[src/hdl/chfs_params.svh]
// Offsets, field positions, reset values and timing figures of the charge supervisor.
// Assumes inclusion by bare name from the top module and the bench.
`ifndef CHFS_PARAMS_SVH
`define CHFS_PARAMS_SVH
// Register indexes, byte address is four times the index
`define CHFS_IDX_PACK_CFG 12'h028
`define CHFS_IDX_MISC_CFG 12'h02A
`define CHFS_IDX_PC_VOLT 12'h03C
`define CHFS_IDX_PC_CURR 12'h042
`define CHFS_IDX_PC_TEMP 12'h044
`define CHFS_IDX_INH_LOW 12'h046
`define CHFS_IDX_CLR_CURR 12'h061
`define CHFS_IDX_SUSP_HI 12'h06D
`define CHFS_IDX_SUSP_HI_RST 12'h06F
`define CHFS_IDX_SUSP_LO 12'h079
`define CHFS_IDX_FE_FAIL_LIM 12'h0E4
`define CHFS_IDX_FE_CHECK 12'h0FB
`define CHFS_IDX_SLEEP_MULT 12'h0FD
`define CHFS_IDX_MAX_CHG 12'h10F
`define CHFS_IDX_FAILURE_LATCH_FLAG 12'h11E
`define CHFS_IDX_PF_ENABLE 12'h11F
`define CHFS_IDX_OC_THR 12'h12A
`define CHFS_IDX_OC_TIME 12'h12C
`define CHFS_IDX_CLR_TIME 12'h130
`define CHFS_IDX_FE_REC 12'h160
`define CHFS_IDX_FE_HOLD 12'h161
`define CHFS_IDX_MISC2 12'h200
`define CHFS_IDX_CHG_DET 12'h201
`define CHFS_IDX_SECONDARY_PROTECTOR_INPUT_TIME 12'h202
`define CHFS_IDX_STATUS 12'h203
`define CHFS_IDX_FAILURE_CAUSE_STATUS 12'h204
// Field positions
`define CHFS_BIT_MUTE 2
`define CHFS_BIT_NONREMOVABLE 8
`define CHFS_BIT_OT_ACTION 9
`define CHFS_BIT_FE_PF_ALLOW 13
`define CHFS_BIT_TIMER_PAUSE 7
`define CHFS_PF_FE_BIT 3
`define CHFS_PF_PROT_BIT 6
// Reset and latch values
`define CHFS_CFG_RESET 16'h0000
`define CHFS_FAILURE_LATCH_FLAG_CLEAR 8'h00
`define CHFS_FAILURE_LATCH_FLAG_SET 8'h66
// Timing
`define CHFS_CLK_HZ 20000000
`define CHFS_FE_CLK_HZ 32768
`define CHFS_ALARM_PERIOD_S 10
`define CHFS_HYST_DEG_C 3
`define CHFS_TEMP_STEPS_PER_DEG 10
`endif

[src/hdl/chfs_pkg.sv]
// Types shared by the charge supervisor.
// Assumes chfs_params.svh on the include path.
package chfs_pkg;
  typedef enum logic [4:0] {
    SL_PACK_CFG, SL_MISC_CFG, SL_PC_VOLT, SL_PC_CURR, SL_PC_TEMP, SL_INH_LOW,
    SL_CLR_CURR, SL_SUSP_HI, SL_SUSP_HI_RST, SL_SUSP_LO, SL_FE_FAIL_LIM,
    SL_FE_CHECK, SL_SLEEP_MULT, SL_MAX_CHG, SL_PF_ENABLE, SL_OC_THR, SL_OC_TIME,
    SL_CLR_TIME, SL_FE_REC, SL_FE_HOLD, SL_MISC2, SL_CHG_DET, SL_SECONDARY_PROTECTOR_INPUT_TIME,
    SL_FAILURE_LATCH_FLAG, SL_STATUS, SL_FAILURE_CAUSE_STATUS, SL_NONE
  } chfs_slot_e;
  typedef enum logic {CHK_IDLE, CHK_WAIT} chfs_check_e;
  typedef logic [15:0] chfs_word_t;
endpackage

[src/hdl/chfs_top.sv]
// Charge fault supervisor: charge rate choice, alarms, charge faults, front-end
// checks and the latched fuse-blow output. Assumes APB master on pclk.
// Notes on behaviour
// - Precharge between inhibit-low and precharge temperature
// - Precharge temperature in tenth-degree steps, signed byte
// - Low cell or empty level latches precharge
// - Fast charge needs threshold plus three degrees
// - Status bits 8-15 alarm the host
// - Status bits 12-15 alarm the charger too
// - Alarms repeat every ten seconds
// - Mute bit suppresses all broadcasts
// - Long overcurrent opens charge, maybe discharge FET
// - Overcurrent clears on removal or non-removable clears
// - Charging overtemperature opens both FETs when enabled
// - Overtemperature clears at reset level or removal
// - Charging undertemperature opens the charge FET
// - Undertemperature clears above suspend-low or removal
// - Charge timer limit opens charge FET
// - Timer pauses below charge-detection current
// - Front-end auto recovery then hold-off
// - Periodic front-end check, scaled while asleep
// - Failed checks counted up to 255, fail limit sets cause
// - Supply the front-end clock continuously
// - Held-low protector input sets its cause
// - Enabled cause drives fuse low, flag set
// - Per-cause enable, all disabled after reset
// - Flag reads zero while fuse output high
// - Front-end cause also needs misc bit 13
//
// The APB interface to the registers was decided locally.
`timescale 1ns/1ps
`include "chfs_params.svh"
module chfs_top import chfs_pkg::*; #(
  parameter int unsigned CLK_PER_SEC = `CHFS_CLK_HZ
) (
  input wire logic pclk,
  input wire logic presetn,
  input wire logic psel,
  input wire logic penable,
  input wire logic pwrite,
  input wire logic [13:0] paddr,
  input wire logic [31:0] pwdata,
  output logic [31:0] prdata,
  output logic pready,
  output logic pslverr,
  input wire logic signed [15:0] temperature,
  input wire logic signed [15:0] measured_current,
  input wire logic signed [15:0] mean_current,
  input wire logic [15:0] min_cell_voltage,
  input wire logic empty_voltage_level_zero,
  input wire logic pack_present,
  input wire logic charging,
  input wire logic asleep,
  input wire logic [15:0] fast_charge_current,
  input wire logic [15:0] pack_status_word,
  input wire logic fe_check_done,
  input wire logic fe_check_ok,
  input wire logic fe_protection_tripped,
  input wire logic secondary_protector_input,
  input wire logic [7:0] external_failure_causes,
  output logic [15:0] requested_charge_current,
  output logic chg_fet_on,
  output logic dsg_fet_on,
  output logic alarm_host_send,
  output logic alarm_charger_send,
  output logic fe_check_request,
  output logic fe_recover,
  output logic fe_retrigger_block,
  output logic front_end_clock_output,
  output logic fuse_blow_n
);
  localparam int NCFG = 23;
  localparam int unsigned FE_HALF = `CHFS_CLK_HZ / (2 * `CHFS_FE_CLK_HZ);
  localparam logic signed [15:0] HYST =
    16'(`CHFS_HYST_DEG_C * `CHFS_TEMP_STEPS_PER_DEG);
  localparam logic [3:0] ALARM_S = 4'(`CHFS_ALARM_PERIOD_S);
  if (CLK_PER_SEC < 2 || FE_HALF < 1) begin : g_bad
    $error("CLK_PER_SEC must be at least 2");
  end

  function automatic chfs_slot_e slot_of(input logic [11:0] idx);
    case (idx)
      `CHFS_IDX_PACK_CFG: slot_of = SL_PACK_CFG;
      `CHFS_IDX_MISC_CFG: slot_of = SL_MISC_CFG;
      `CHFS_IDX_PC_VOLT: slot_of = SL_PC_VOLT;
      `CHFS_IDX_PC_CURR: slot_of = SL_PC_CURR;
      `CHFS_IDX_PC_TEMP: slot_of = SL_PC_TEMP;
      `CHFS_IDX_INH_LOW: slot_of = SL_INH_LOW;
      `CHFS_IDX_CLR_CURR: slot_of = SL_CLR_CURR;
      `CHFS_IDX_SUSP_HI: slot_of = SL_SUSP_HI;
      `CHFS_IDX_SUSP_HI_RST: slot_of = SL_SUSP_HI_RST;
      `CHFS_IDX_SUSP_LO: slot_of = SL_SUSP_LO;
      `CHFS_IDX_FE_FAIL_LIM: slot_of = SL_FE_FAIL_LIM;
      `CHFS_IDX_FE_CHECK: slot_of = SL_FE_CHECK;
      `CHFS_IDX_SLEEP_MULT: slot_of = SL_SLEEP_MULT;
      `CHFS_IDX_MAX_CHG: slot_of = SL_MAX_CHG;
      `CHFS_IDX_PF_ENABLE: slot_of = SL_PF_ENABLE;
      `CHFS_IDX_OC_THR: slot_of = SL_OC_THR;
      `CHFS_IDX_OC_TIME: slot_of = SL_OC_TIME;
      `CHFS_IDX_CLR_TIME: slot_of = SL_CLR_TIME;
      `CHFS_IDX_FE_REC: slot_of = SL_FE_REC;
      `CHFS_IDX_FE_HOLD: slot_of = SL_FE_HOLD;
      `CHFS_IDX_MISC2: slot_of = SL_MISC2;
      `CHFS_IDX_CHG_DET: slot_of = SL_CHG_DET;
      `CHFS_IDX_SECONDARY_PROTECTOR_INPUT_TIME: slot_of = SL_SECONDARY_PROTECTOR_INPUT_TIME;
      `CHFS_IDX_FAILURE_LATCH_FLAG: slot_of = SL_FAILURE_LATCH_FLAG;
      `CHFS_IDX_STATUS: slot_of = SL_STATUS;
      `CHFS_IDX_FAILURE_CAUSE_STATUS: slot_of = SL_FAILURE_CAUSE_STATUS;
      default: slot_of = SL_NONE;
    endcase
  endfunction

  // Byte-wide settings keep only their low eight bits
  function automatic chfs_word_t width_mask(input chfs_slot_e s);
    case (s)
      SL_PACK_CFG, SL_MISC_CFG, SL_PC_VOLT, SL_PC_CURR, SL_CLR_CURR, SL_SUSP_HI,
      SL_SUSP_HI_RST, SL_MAX_CHG, SL_OC_THR, SL_CHG_DET: width_mask = 16'hFFFF;
      default: width_mask = 16'h00FF;
    endcase
  endfunction

  function automatic logic signed [15:0] temp8(input chfs_word_t v);
    temp8 = 16'(signed'(v[7:0]));
  endfunction

  chfs_word_t cfg_r [NCFG];
  chfs_word_t cfg_nxt [NCFG];
  logic [31:0] prdata_r, prdata_nxt;
  logic pready_r, pready_nxt, pslverr_r, pslverr_nxt;
  logic [31:0] sec_cnt_r, sec_cnt_nxt;
  logic tick_r, tick_nxt;
  logic [8:0] fe_div_r, fe_div_nxt;
  logic fe_clk_r, fe_clk_nxt;
  logic pc_volt_r, pc_volt_nxt, pc_temp_r, pc_temp_nxt;
  logic [15:0] req_cur_r, req_cur_nxt;
  logic [3:0] al_tmr_r, al_tmr_nxt;
  logic al_host_r, al_host_nxt, al_chg_r, al_chg_nxt;
  logic [8:0] oc_cnt_r, oc_cnt_nxt, clr_cnt_r, clr_cnt_nxt;
  logic oc_f_r, oc_f_nxt, ot_f_r, ot_f_nxt, ut_f_r, ut_f_nxt, mt_f_r, mt_f_nxt;
  logic [15:0] chg_time_r, chg_time_nxt;
  logic chg_fet_r, chg_fet_nxt, dsg_fet_r, dsg_fet_nxt;
  chfs_check_e chk_st_r, chk_st_nxt;
  logic [15:0] chk_cnt_r, chk_cnt_nxt;
  logic [7:0] fail_cnt_r, fail_cnt_nxt;
  logic [8:0] rec_cnt_r, rec_cnt_nxt, hold_cnt_r, hold_cnt_nxt;
  logic fe_rec_r, fe_rec_nxt, fe_blk_r, fe_blk_nxt;
  logic [8:0] secondary_protector_input_cnt_r, secondary_protector_input_cnt_nxt;
  logic [7:0] failure_cause_status_r, failure_cause_status_nxt, failure_latch_flag_r, failure_latch_flag_nxt;
  logic safe_n_r, safe_n_nxt;

  chfs_slot_e slot;
  logic acc_done, mute, nonrem, removed, clr_evt, pf_trig, oc_over;
  logic signed [15:0] pc_thr, inh_low, susp_lo;
  logic [15:0] chk_period;
  logic [7:0] pf_armed;

  always_comb begin
    slot = slot_of(paddr[13:2]);
    acc_done = psel && penable && pready_r;
    mute = cfg_r[SL_PACK_CFG][`CHFS_BIT_MUTE];
    nonrem = cfg_r[SL_MISC_CFG][`CHFS_BIT_NONREMOVABLE];
    removed = !pack_present;
    pc_thr = temp8(cfg_r[SL_PC_TEMP]);
    inh_low = temp8(cfg_r[SL_INH_LOW]);
    susp_lo = temp8(cfg_r[SL_SUSP_LO]);
    oc_over = measured_current > signed'(cfg_r[SL_OC_THR]);
    clr_evt = removed || (nonrem && (measured_current < 16'sh0000 ||
      clr_cnt_r >= {1'b0, cfg_r[SL_CLR_TIME][7:0]}));
    chk_period = asleep ? 16'(cfg_r[SL_FE_CHECK][7:0]) * 16'(cfg_r[SL_SLEEP_MULT][7:0])
                        : cfg_r[SL_FE_CHECK];
    pf_armed = failure_cause_status_r & cfg_r[SL_PF_ENABLE][7:0];
    pf_armed[`CHFS_PF_FE_BIT] = pf_armed[`CHFS_PF_FE_BIT] &&
      cfg_r[SL_MISC_CFG][`CHFS_BIT_FE_PF_ALLOW];
    pf_trig = |pf_armed;
  end

  // Register file and APB, one wait state before pready
  always_comb begin
    cfg_nxt = cfg_r;
    pready_nxt = psel && penable && !pready_r;
    pslverr_nxt = pready_nxt && slot == SL_NONE;
    prdata_nxt = prdata_r;
    if (pready_nxt && !pwrite) begin
      case (slot)
        SL_FAILURE_LATCH_FLAG: prdata_nxt = {24'h000000, failure_latch_flag_r};
        SL_STATUS: prdata_nxt = {16'h0000, fail_cnt_r, chk_st_r == CHK_WAIT, pc_volt_r,
          dsg_fet_r, chg_fet_r, mt_f_r, ut_f_r, ot_f_r, oc_f_r};
        SL_FAILURE_CAUSE_STATUS: prdata_nxt = {24'h000000, failure_cause_status_r};
        SL_NONE: prdata_nxt = 32'h00000000;
        default: prdata_nxt = {16'h0000, cfg_r[slot]};
      endcase
    end
    if (acc_done && pwrite && slot < SL_FAILURE_LATCH_FLAG) begin
      cfg_nxt[slot] = pwdata[15:0] & width_mask(slot);
    end
  end

  always_ff @(posedge pclk or negedge presetn) begin
    if (!presetn) begin
      for (int i = 0; i < NCFG; i++) begin
        cfg_r[i] <= `CHFS_CFG_RESET;
      end
      prdata_r <= 32'h00000000;
      pready_r <= 1'b0;
      pslverr_r <= 1'b0;
    end else begin
      cfg_r <= cfg_nxt;
      prdata_r <= prdata_nxt;
      pready_r <= pready_nxt;
      pslverr_r <= pslverr_nxt;
    end
  end

  // Time base, charge control, faults, front end and failure latch
  always_comb begin
    tick_nxt = sec_cnt_r == 32'(CLK_PER_SEC - 1);
    sec_cnt_nxt = tick_nxt ? 32'h00000000 : sec_cnt_r + 32'h00000001;
    fe_div_nxt = fe_div_r + 9'h001;
    fe_clk_nxt = fe_clk_r;
    if (fe_div_r == 9'(FE_HALF - 1)) begin
      fe_div_nxt = 9'h000;
      fe_clk_nxt = !fe_clk_r;
    end
    pc_volt_nxt = pc_volt_r;
    if (min_cell_voltage < cfg_r[SL_PC_VOLT] || empty_voltage_level_zero) begin
      pc_volt_nxt = 1'b1;
    end else if (min_cell_voltage > cfg_r[SL_PC_VOLT]) begin
      pc_volt_nxt = 1'b0;
    end
    pc_temp_nxt = pc_temp_r;
    if (temperature >= inh_low && temperature < pc_thr) begin
      pc_temp_nxt = 1'b1;
    end else if (temperature >= pc_thr + HYST || temperature < inh_low) begin
      pc_temp_nxt = 1'b0;
    end
    req_cur_nxt = (pc_volt_nxt || pc_temp_nxt) ? cfg_r[SL_PC_CURR] : fast_charge_current;
    al_host_nxt = 1'b0;
    al_chg_nxt = 1'b0;
    al_tmr_nxt = (tick_r && al_tmr_r != 4'h0) ? al_tmr_r - 4'h1 : al_tmr_r;
    if (pack_status_word[15:8] == 8'h00) begin
      al_tmr_nxt = 4'h0;
    end else if (al_tmr_r == 4'h0) begin
      al_tmr_nxt = ALARM_S;
      al_host_nxt = !mute;
      al_chg_nxt = !mute && pack_status_word[15:12] != 4'h0;
    end
    oc_cnt_nxt = !oc_over ? 9'h000 :
                 (tick_r && oc_cnt_r != 9'h1FF) ? oc_cnt_r + 9'h001 : oc_cnt_r;
    clr_cnt_nxt = (mean_current >= signed'(cfg_r[SL_CLR_CURR]) || !oc_f_r) ? 9'h000 :
                  (tick_r && clr_cnt_r != 9'h1FF) ? clr_cnt_r + 9'h001 : clr_cnt_r;
    oc_f_nxt = oc_f_r && !clr_evt;
    if (oc_cnt_r > {1'b0, cfg_r[SL_OC_TIME][7:0]}) begin
      oc_f_nxt = 1'b1;
    end
    ot_f_nxt = ot_f_r && !(removed || temperature <= signed'(cfg_r[SL_SUSP_HI_RST]));
    if (charging && temperature > signed'(cfg_r[SL_SUSP_HI]) &&
        cfg_r[SL_MISC_CFG][`CHFS_BIT_OT_ACTION]) begin
      ot_f_nxt = 1'b1;
    end
    ut_f_nxt = ut_f_r && !(removed || temperature > susp_lo);
    if (charging && (temperature < susp_lo || temperature < inh_low)) begin
      ut_f_nxt = 1'b1;
    end
    chg_time_nxt = chg_time_r;
    if (charging && tick_r && chg_time_r != 16'hFFFF &&
        !(cfg_r[SL_MISC2][`CHFS_BIT_TIMER_PAUSE] &&
          measured_current < signed'(cfg_r[SL_CHG_DET]))) begin
      chg_time_nxt = chg_time_r + 16'h0001;
    end
    mt_f_nxt = mt_f_r;
    if (removed || measured_current < 16'sh0000) begin
      mt_f_nxt = 1'b0;
      chg_time_nxt = 16'h0000;
    end
    if (cfg_r[SL_MAX_CHG] != 16'h0000 && chg_time_r >= cfg_r[SL_MAX_CHG]) begin
      mt_f_nxt = 1'b1;
    end
    chg_fet_nxt = !(oc_f_nxt || ot_f_nxt || ut_f_nxt || mt_f_nxt);
    dsg_fet_nxt = !((oc_f_nxt && !nonrem) || ot_f_nxt);
    chk_st_nxt = chk_st_r;
    chk_cnt_nxt = chk_cnt_r;
    fail_cnt_nxt = fail_cnt_r;
    failure_cause_status_nxt = failure_cause_status_r | external_failure_causes;
    case (chk_st_r)
      CHK_IDLE: begin
        if (cfg_r[SL_FE_CHECK][7:0] == 8'h00) begin
          chk_cnt_nxt = 16'h0000;
        end else if (tick_r) begin
          chk_cnt_nxt = chk_cnt_r + 16'h0001;
          if (chk_cnt_r + 16'h0001 >= chk_period) begin
            chk_cnt_nxt = 16'h0000;
            chk_st_nxt = CHK_WAIT;
          end
        end
      end
      CHK_WAIT: begin
        if (fe_check_done) begin
          chk_st_nxt = CHK_IDLE;
          if (!fe_check_ok && fail_cnt_r != 8'hFF) begin
            fail_cnt_nxt = fail_cnt_r + 8'h01;
          end
          if (!fe_check_ok && fail_cnt_r + 8'h01 >= cfg_r[SL_FE_FAIL_LIM][7:0]) begin
            failure_cause_status_nxt[`CHFS_PF_FE_BIT] = 1'b1;
          end
        end
      end
      default: chk_st_nxt = CHK_IDLE;
    endcase
    fe_rec_nxt = 1'b0;
    rec_cnt_nxt = rec_cnt_r;
    hold_cnt_nxt = (tick_r && hold_cnt_r != 9'h000) ? hold_cnt_r - 9'h001 : hold_cnt_r;
    if (!fe_protection_tripped || cfg_r[SL_FE_REC][7:0] == 8'h00) begin
      rec_cnt_nxt = 9'h000;
    end else if (rec_cnt_r >= {1'b0, cfg_r[SL_FE_REC][7:0]}) begin
      fe_rec_nxt = 1'b1;
      rec_cnt_nxt = 9'h000;
      hold_cnt_nxt = {1'b0, cfg_r[SL_FE_HOLD][7:0]};
    end else if (tick_r) begin
      rec_cnt_nxt = rec_cnt_r + 9'h001;
    end
    fe_blk_nxt = hold_cnt_nxt != 9'h000;
    secondary_protector_input_cnt_nxt = secondary_protector_input ? 9'h000 :
                   (tick_r && secondary_protector_input_cnt_r != 9'h1FF) ? secondary_protector_input_cnt_r + 9'h001 : secondary_protector_input_cnt_r;
    if (!secondary_protector_input &&
        secondary_protector_input_cnt_r >= {1'b0, cfg_r[SL_SECONDARY_PROTECTOR_INPUT_TIME][7:0]}) begin
      failure_cause_status_nxt[`CHFS_PF_PROT_BIT] = 1'b1;
    end
    safe_n_nxt = safe_n_r && !pf_trig;
    failure_latch_flag_nxt = safe_n_nxt ? `CHFS_FAILURE_LATCH_FLAG_CLEAR : `CHFS_FAILURE_LATCH_FLAG_SET;
  end

  always_ff @(posedge pclk or negedge presetn) begin
    if (!presetn) begin
      sec_cnt_r <= 32'h00000000;
      tick_r <= 1'b0;
      fe_div_r <= 9'h000;
      fe_clk_r <= 1'b0;
      pc_volt_r <= 1'b0;
      pc_temp_r <= 1'b0;
      req_cur_r <= 16'h0000;
      al_tmr_r <= 4'h0;
      al_host_r <= 1'b0;
      al_chg_r <= 1'b0;
      oc_cnt_r <= 9'h000;
      clr_cnt_r <= 9'h000;
      oc_f_r <= 1'b0;
      ot_f_r <= 1'b0;
      ut_f_r <= 1'b0;
      mt_f_r <= 1'b0;
      chg_time_r <= 16'h0000;
      chg_fet_r <= 1'b0;
      dsg_fet_r <= 1'b0;
      chk_st_r <= CHK_IDLE;
      chk_cnt_r <= 16'h0000;
      fail_cnt_r <= 8'h00;
      rec_cnt_r <= 9'h000;
      hold_cnt_r <= 9'h000;
      fe_rec_r <= 1'b0;
      fe_blk_r <= 1'b0;
      secondary_protector_input_cnt_r <= 9'h000;
      failure_cause_status_r <= 8'h00;
      failure_latch_flag_r <= `CHFS_FAILURE_LATCH_FLAG_CLEAR;
      safe_n_r <= 1'b1;
    end else begin
      sec_cnt_r <= sec_cnt_nxt;
      tick_r <= tick_nxt;
      fe_div_r <= fe_div_nxt;
      fe_clk_r <= fe_clk_nxt;
      pc_volt_r <= pc_volt_nxt;
      pc_temp_r <= pc_temp_nxt;
      req_cur_r <= req_cur_nxt;
      al_tmr_r <= al_tmr_nxt;
      al_host_r <= al_host_nxt;
      al_chg_r <= al_chg_nxt;
      oc_cnt_r <= oc_cnt_nxt;
      clr_cnt_r <= clr_cnt_nxt;
      oc_f_r <= oc_f_nxt;
      ot_f_r <= ot_f_nxt;
      ut_f_r <= ut_f_nxt;
      mt_f_r <= mt_f_nxt;
      chg_time_r <= chg_time_nxt;
      chg_fet_r <= chg_fet_nxt;
      dsg_fet_r <= dsg_fet_nxt;
      chk_st_r <= chk_st_nxt;
      chk_cnt_r <= chk_cnt_nxt;
      fail_cnt_r <= fail_cnt_nxt;
      rec_cnt_r <= rec_cnt_nxt;
      hold_cnt_r <= hold_cnt_nxt;
      fe_rec_r <= fe_rec_nxt;
      fe_blk_r <= fe_blk_nxt;
      secondary_protector_input_cnt_r <= secondary_protector_input_cnt_nxt;
      failure_cause_status_r <= failure_cause_status_nxt;
      failure_latch_flag_r <= failure_latch_flag_nxt;
      safe_n_r <= safe_n_nxt;
    end
  end

  assign prdata = prdata_r;
  assign pready = pready_r;
  assign pslverr = pslverr_r;
  assign requested_charge_current = req_cur_r;
  assign chg_fet_on = chg_fet_r;
  assign dsg_fet_on = dsg_fet_r;
  assign alarm_host_send = al_host_r;
  assign alarm_charger_send = al_chg_r;
  assign fe_check_request = chk_st_r == CHK_WAIT;
  assign fe_recover = fe_rec_r;
  assign fe_retrigger_block = fe_blk_r;
  assign front_end_clock_output = fe_clk_r;
  assign fuse_blow_n = safe_n_r;
endmodule

[config.mk]
export PLATFORM = sky130hd
export DESIGN_NAME = chfs_top
export DESIGN_NICKNAME = d
export VERILOG_FILES = /design/src/hdl/chfs_pkg.sv /design/src/hdl/chfs_top.sv
export VERILOG_INCLUDE_DIRS = /design/src /design/src/hdl
export SDC_FILE = /design/constraint.sdc
export NUM_CORES = 2
export LEC_CHECK = 0
export BUFFER_PORTS_ARGS = -buffer_cell sky130_fd_sc_hd__buf_2
export CAP_MARGIN = 20
export CORE_MARGIN = 4
export CORE_UTILIZATION = 55
export DETAILED_ROUTE_END_ITERATION = 8
export GPL_ROUTABILITY_DRIVEN = 1
export PLACE_DENSITY = 0.73
export SKIP_LAST_GASP = 1
export SYNTH_ARGS = -nofsm -noshare
export SYNTH_HDL_FRONTEND = slang
export SYNTH_SLANG_ARGS = --single-unit
[constraint.sdc]
create_clock -name pclk -period 10.9 [get_ports pclk]
set_input_delay 1.09 -clock pclk [delete_from_list [all_inputs] [get_ports pclk]]
set_output_delay 1.09 -clock pclk [all_outputs]
set_load 0.005 [all_outputs]
==> metrics.yaml <==
path_clk_slew_ns: 0.06
crit_type: "reg2reg"
cts-htree-levels: 2
drtPass1Iterations: 6
grt_pass1_wl_mm: 153.9
timing.rr.end: "chk_cnt_r[11]$_DFFE_PN0P_"
grt_pass1_vias: 25890
dpl.hpwl_mm: 73.67
insertion_delay_ns: 0.66
area_growth_pct: 10.63
power_mw: 4.551
die_width_um: 257.1
die-height_um: 257.1
row_count: 91
finalCriticalPeriod_ns: 6.194
cp.arrival_ns: 6.75
routedWlPerCell_um: 22.41
finalNetCount: 4102
rr_worst_depth: 22
dpl_worst_slack_ns: 4.716
maxSlewViolCount: 0
initial_utilization_pct: 55.42
use_met2_pct: 46.19
drive_gt1_share_pct: 15.04
hold_end: "sec_cnt_r[0]$_DFF_PN0_"
synth_area_mm2: 0.03414
cts_tree: "built"
yosys-top-cells-area: "dfrtp_1, ha_1, mux2_2"
synthFlopType: "dfrtp_1"
dp_cells: 4395
ys_ff_latch: 557
cts_root_buf: "clkbuf_16"
grt_max_degree: 184
initialDrtViolationCount: 2872
synth_enable_flop_cells: 0
worstReg2RegStart: "cfg_r[179]$_DFFE_PN0P_"
num_vias: 26980
max_cap_viol_count: 0
hold_buffers: 0
hold_path_class: "reg2reg"
routed_wl_mm: 101.1
dieArea_mm2: 0.06612
cp_max_fo: 16
cts.sinks: 557
async_reset_ff_share_pct: 100.0
ir_worst_vdd_uv: 152.0
syn_avg_cell_area_um2: 9.760
postCtsSetupBuffers: 0
gp_congestion: 0.9490
hold_depth: 1
vias_per_cell: 5.980
finalCritPeriodShare_pct: 56.82
ys_seq_area_share_pct: 40.83
end_kind: "register"
status: "finished clean"
port_buffers: 179
drc_errors: 0
timing.fmax_ghz: 0.1615
hold_violations: 0
rsz0062_at_grt: "no"
pwr_density_cell_mw_per_mm2: 120.5
finalNonFillerCells: 4512
setup_tns_ns: 0
grt.overflow.total: 0
setup_ws_ns: 4.706
grt_busiest_layer: "met2"
antenna_found_initial: 1
ff2ff_setup_slack_ns: 4.71
relSlewSlack_pct: 26.17
cts_max_path_buffers: 3
synthCells: 3498
grt_use_met3_pct: 6.791
ios: 222
met1_usage_pct: 41.38
hold_start: "sec_cnt_r[0]$_DFF_PN0_"
yosysWarningCount: 0
synth_cell_types: 99
required_ns: 11.45
tightest_slew_ns: 1.103
yosysTopAreaCellShare_pct: 40.75
post_cts_resized: 0
grt_usage_pct: 29.92
cts_buffers: 61
antenna_left: 0
leakagePower_nw: 17.96
whs_ns: 0.4602
synth_top_cell_by_area: "dfrtp_1"
setup_viol: 0
cp-start-kind: "register"
fin_skew_ns: 0.04015
core_mm2: 0.06160
## synth_stat cells, types with 36 or more instances
| master | count |
|---|---|
| xor2_1 | 57 |
| nor2b_1 | 44 |
| buf_2 | 36 |
| ha_1 | 282 |
| mux2i_1 | 100 |
| a21o_1 | 60 |
| mux2_2 | 190 |
| fa_1 | 36 |
| nand3_1 | 62 |
| clkbuf_1 | 85 |
| dfrtp_1 | 556 |
| o21ai_0 | 214 |
| nor2_1 | 168 |
| and2_1 | 166 |
| inv_1 | 266 |
| a21oi_1 | 158 |
| nand4_1 | 53 |
| xnor2_1 | 65 |
| nand2_1 | 382 |
## layout make-up
class | instances | area (um2)
fill | 5191 | 23830
multi-input combinational | 2534 | 18540
sequential | 557 | 13940
clock buffer | 84 | 1753
timing repair buffer | 201 | 1096
tap | 837 | 1047
inverter | 266 | 998.5
clock inverter | 29 | 385.4
antenna | 4 | 10.01
## cell families (layout without fill, tap and decap cells)
family / after synthesis / in the layout / synth area share, %
and+or+nand+nor: 1116 / 1116 / 16.79
other: 1 / 20 / 0.01098
DFF: 557 / 557 / 40.83
xor gates and xnor gates: 122 / 122 / 3.130
muxes: 304 / 304 / 9.749
AOI/OAI and AO/OA: 658 / 658 / 11.89
adders and majority gates: 318 / 318 / 12.45
buffers and inverters: 422 / 580 / 5.156
## where the power goes
part | total (mW) | internal (mW) | switching [mW]
registers | 2.09 | 2.08 | 0.0125
clock network | 2.20 | 1.29 | 0.905
logic | 0.259 | 0.0878 | 0.171
## worst max-delay path by stage
stage,from,end,cells after the start
final,cfg_r[179]$_DFFE_PN0P_,chk_cnt_r[11]$_DFFE_PN0P_,22
after global routing,cfg_r[177]$_DFFE_PN0P_,chk_cnt_r[14]$_DFFE_PN0P_,22
after detailed placement,cfg_r[177]$_DFFE_PN0P_,chk_cnt_r[13]$_DFFE_PN0P_,22
after floorplan,cfg_r[177]$_DFFE_PN0P_,chk_cnt_r[10]$_DFFE_PN0P_,24
after CTS,cfg_r[177]$_DFFE_PN0P_,chk_cnt_r[11]$_DFFE_PN0P_,22
after global placement,cfg_r[177]$_DFFE_PN0P_,chk_cnt_r[0]$_DFFE_PN0P_,22
## per-layer routing
metal / share of wire [%] / routed length [um]
met4: 4.3 / 4347
met5: 0 / 0
met1: 43 / 43060
met3: 9.1 / 9195
met2: 44 / 44510
## per-stage QoR
stage / util, % / instance area, um2
final: 61.32 / 37770
after CTS: 61.30 / 37760
after global routing: 61.30 / 37760
after detailed placement: 57.83 / 35620
after global placement: 57.83 / 35620
after floorplan: - / 34200
## sequential cells by signal, indices dropped and copies added (netlist names), 4 cells and up
register                         cells
fail_cnt_r                           8
clr_cnt_r                            9
oc_cnt_r                             9
hold_cnt_r                           9
requested_charge_current            16
cfg_r                              368
al_tmr_r                             4
chk_cnt_r                           16
sec_cnt_r                           32
prdata                              16
chg_time_r                          16
failure_cause_status_r               8
fe_div_r                             9
secondary_protector_input_cnt_r      9
rec_cnt_r                            9
## worst max-delay path: stages, from the launching register on
cell      delay, ns
dfrtp_1        0.55
and2_1         0.27
fa_1           0.39
fa_1           0.54
inv_1          0.06
fa_1           0.46
fa_1           0.55
inv_1          0.04
ha_1           0.33
a21oi_1        0.22
o21bai_1       0.09
a21oi_1        0.22
o21bai_1       0.12
a41oi_1        0.27
nand2b_1       0.10
or2_2          0.27
a31oi_1        0.18
ha_1           0.26
a21o_1         0.18
a21o_1         0.17
a21o_1         0.19
a211o_1        0.41
o21ai_0        0.25
## placed cells by master (no fill, tap or decap), types with 57 or more instances in the layout
master     Yosys  routed
dfrtp_1      556     556
nand2_1      382     382
ha_1         282     282
inv_1        266     266
o21ai_0      214     214
mux2_2       190     190
buf_2         36     178
nor2_1       168     168
and2_1       166     166
a21oi_1      158     158
mux2i_1      100     100
xnor2_1       65      65
nand3_1       62      62
clkbuf_16      0      61
a21o_1        60      60
xor2_1        57      57
Note: power is estimated with default switching activity, not from simulation.
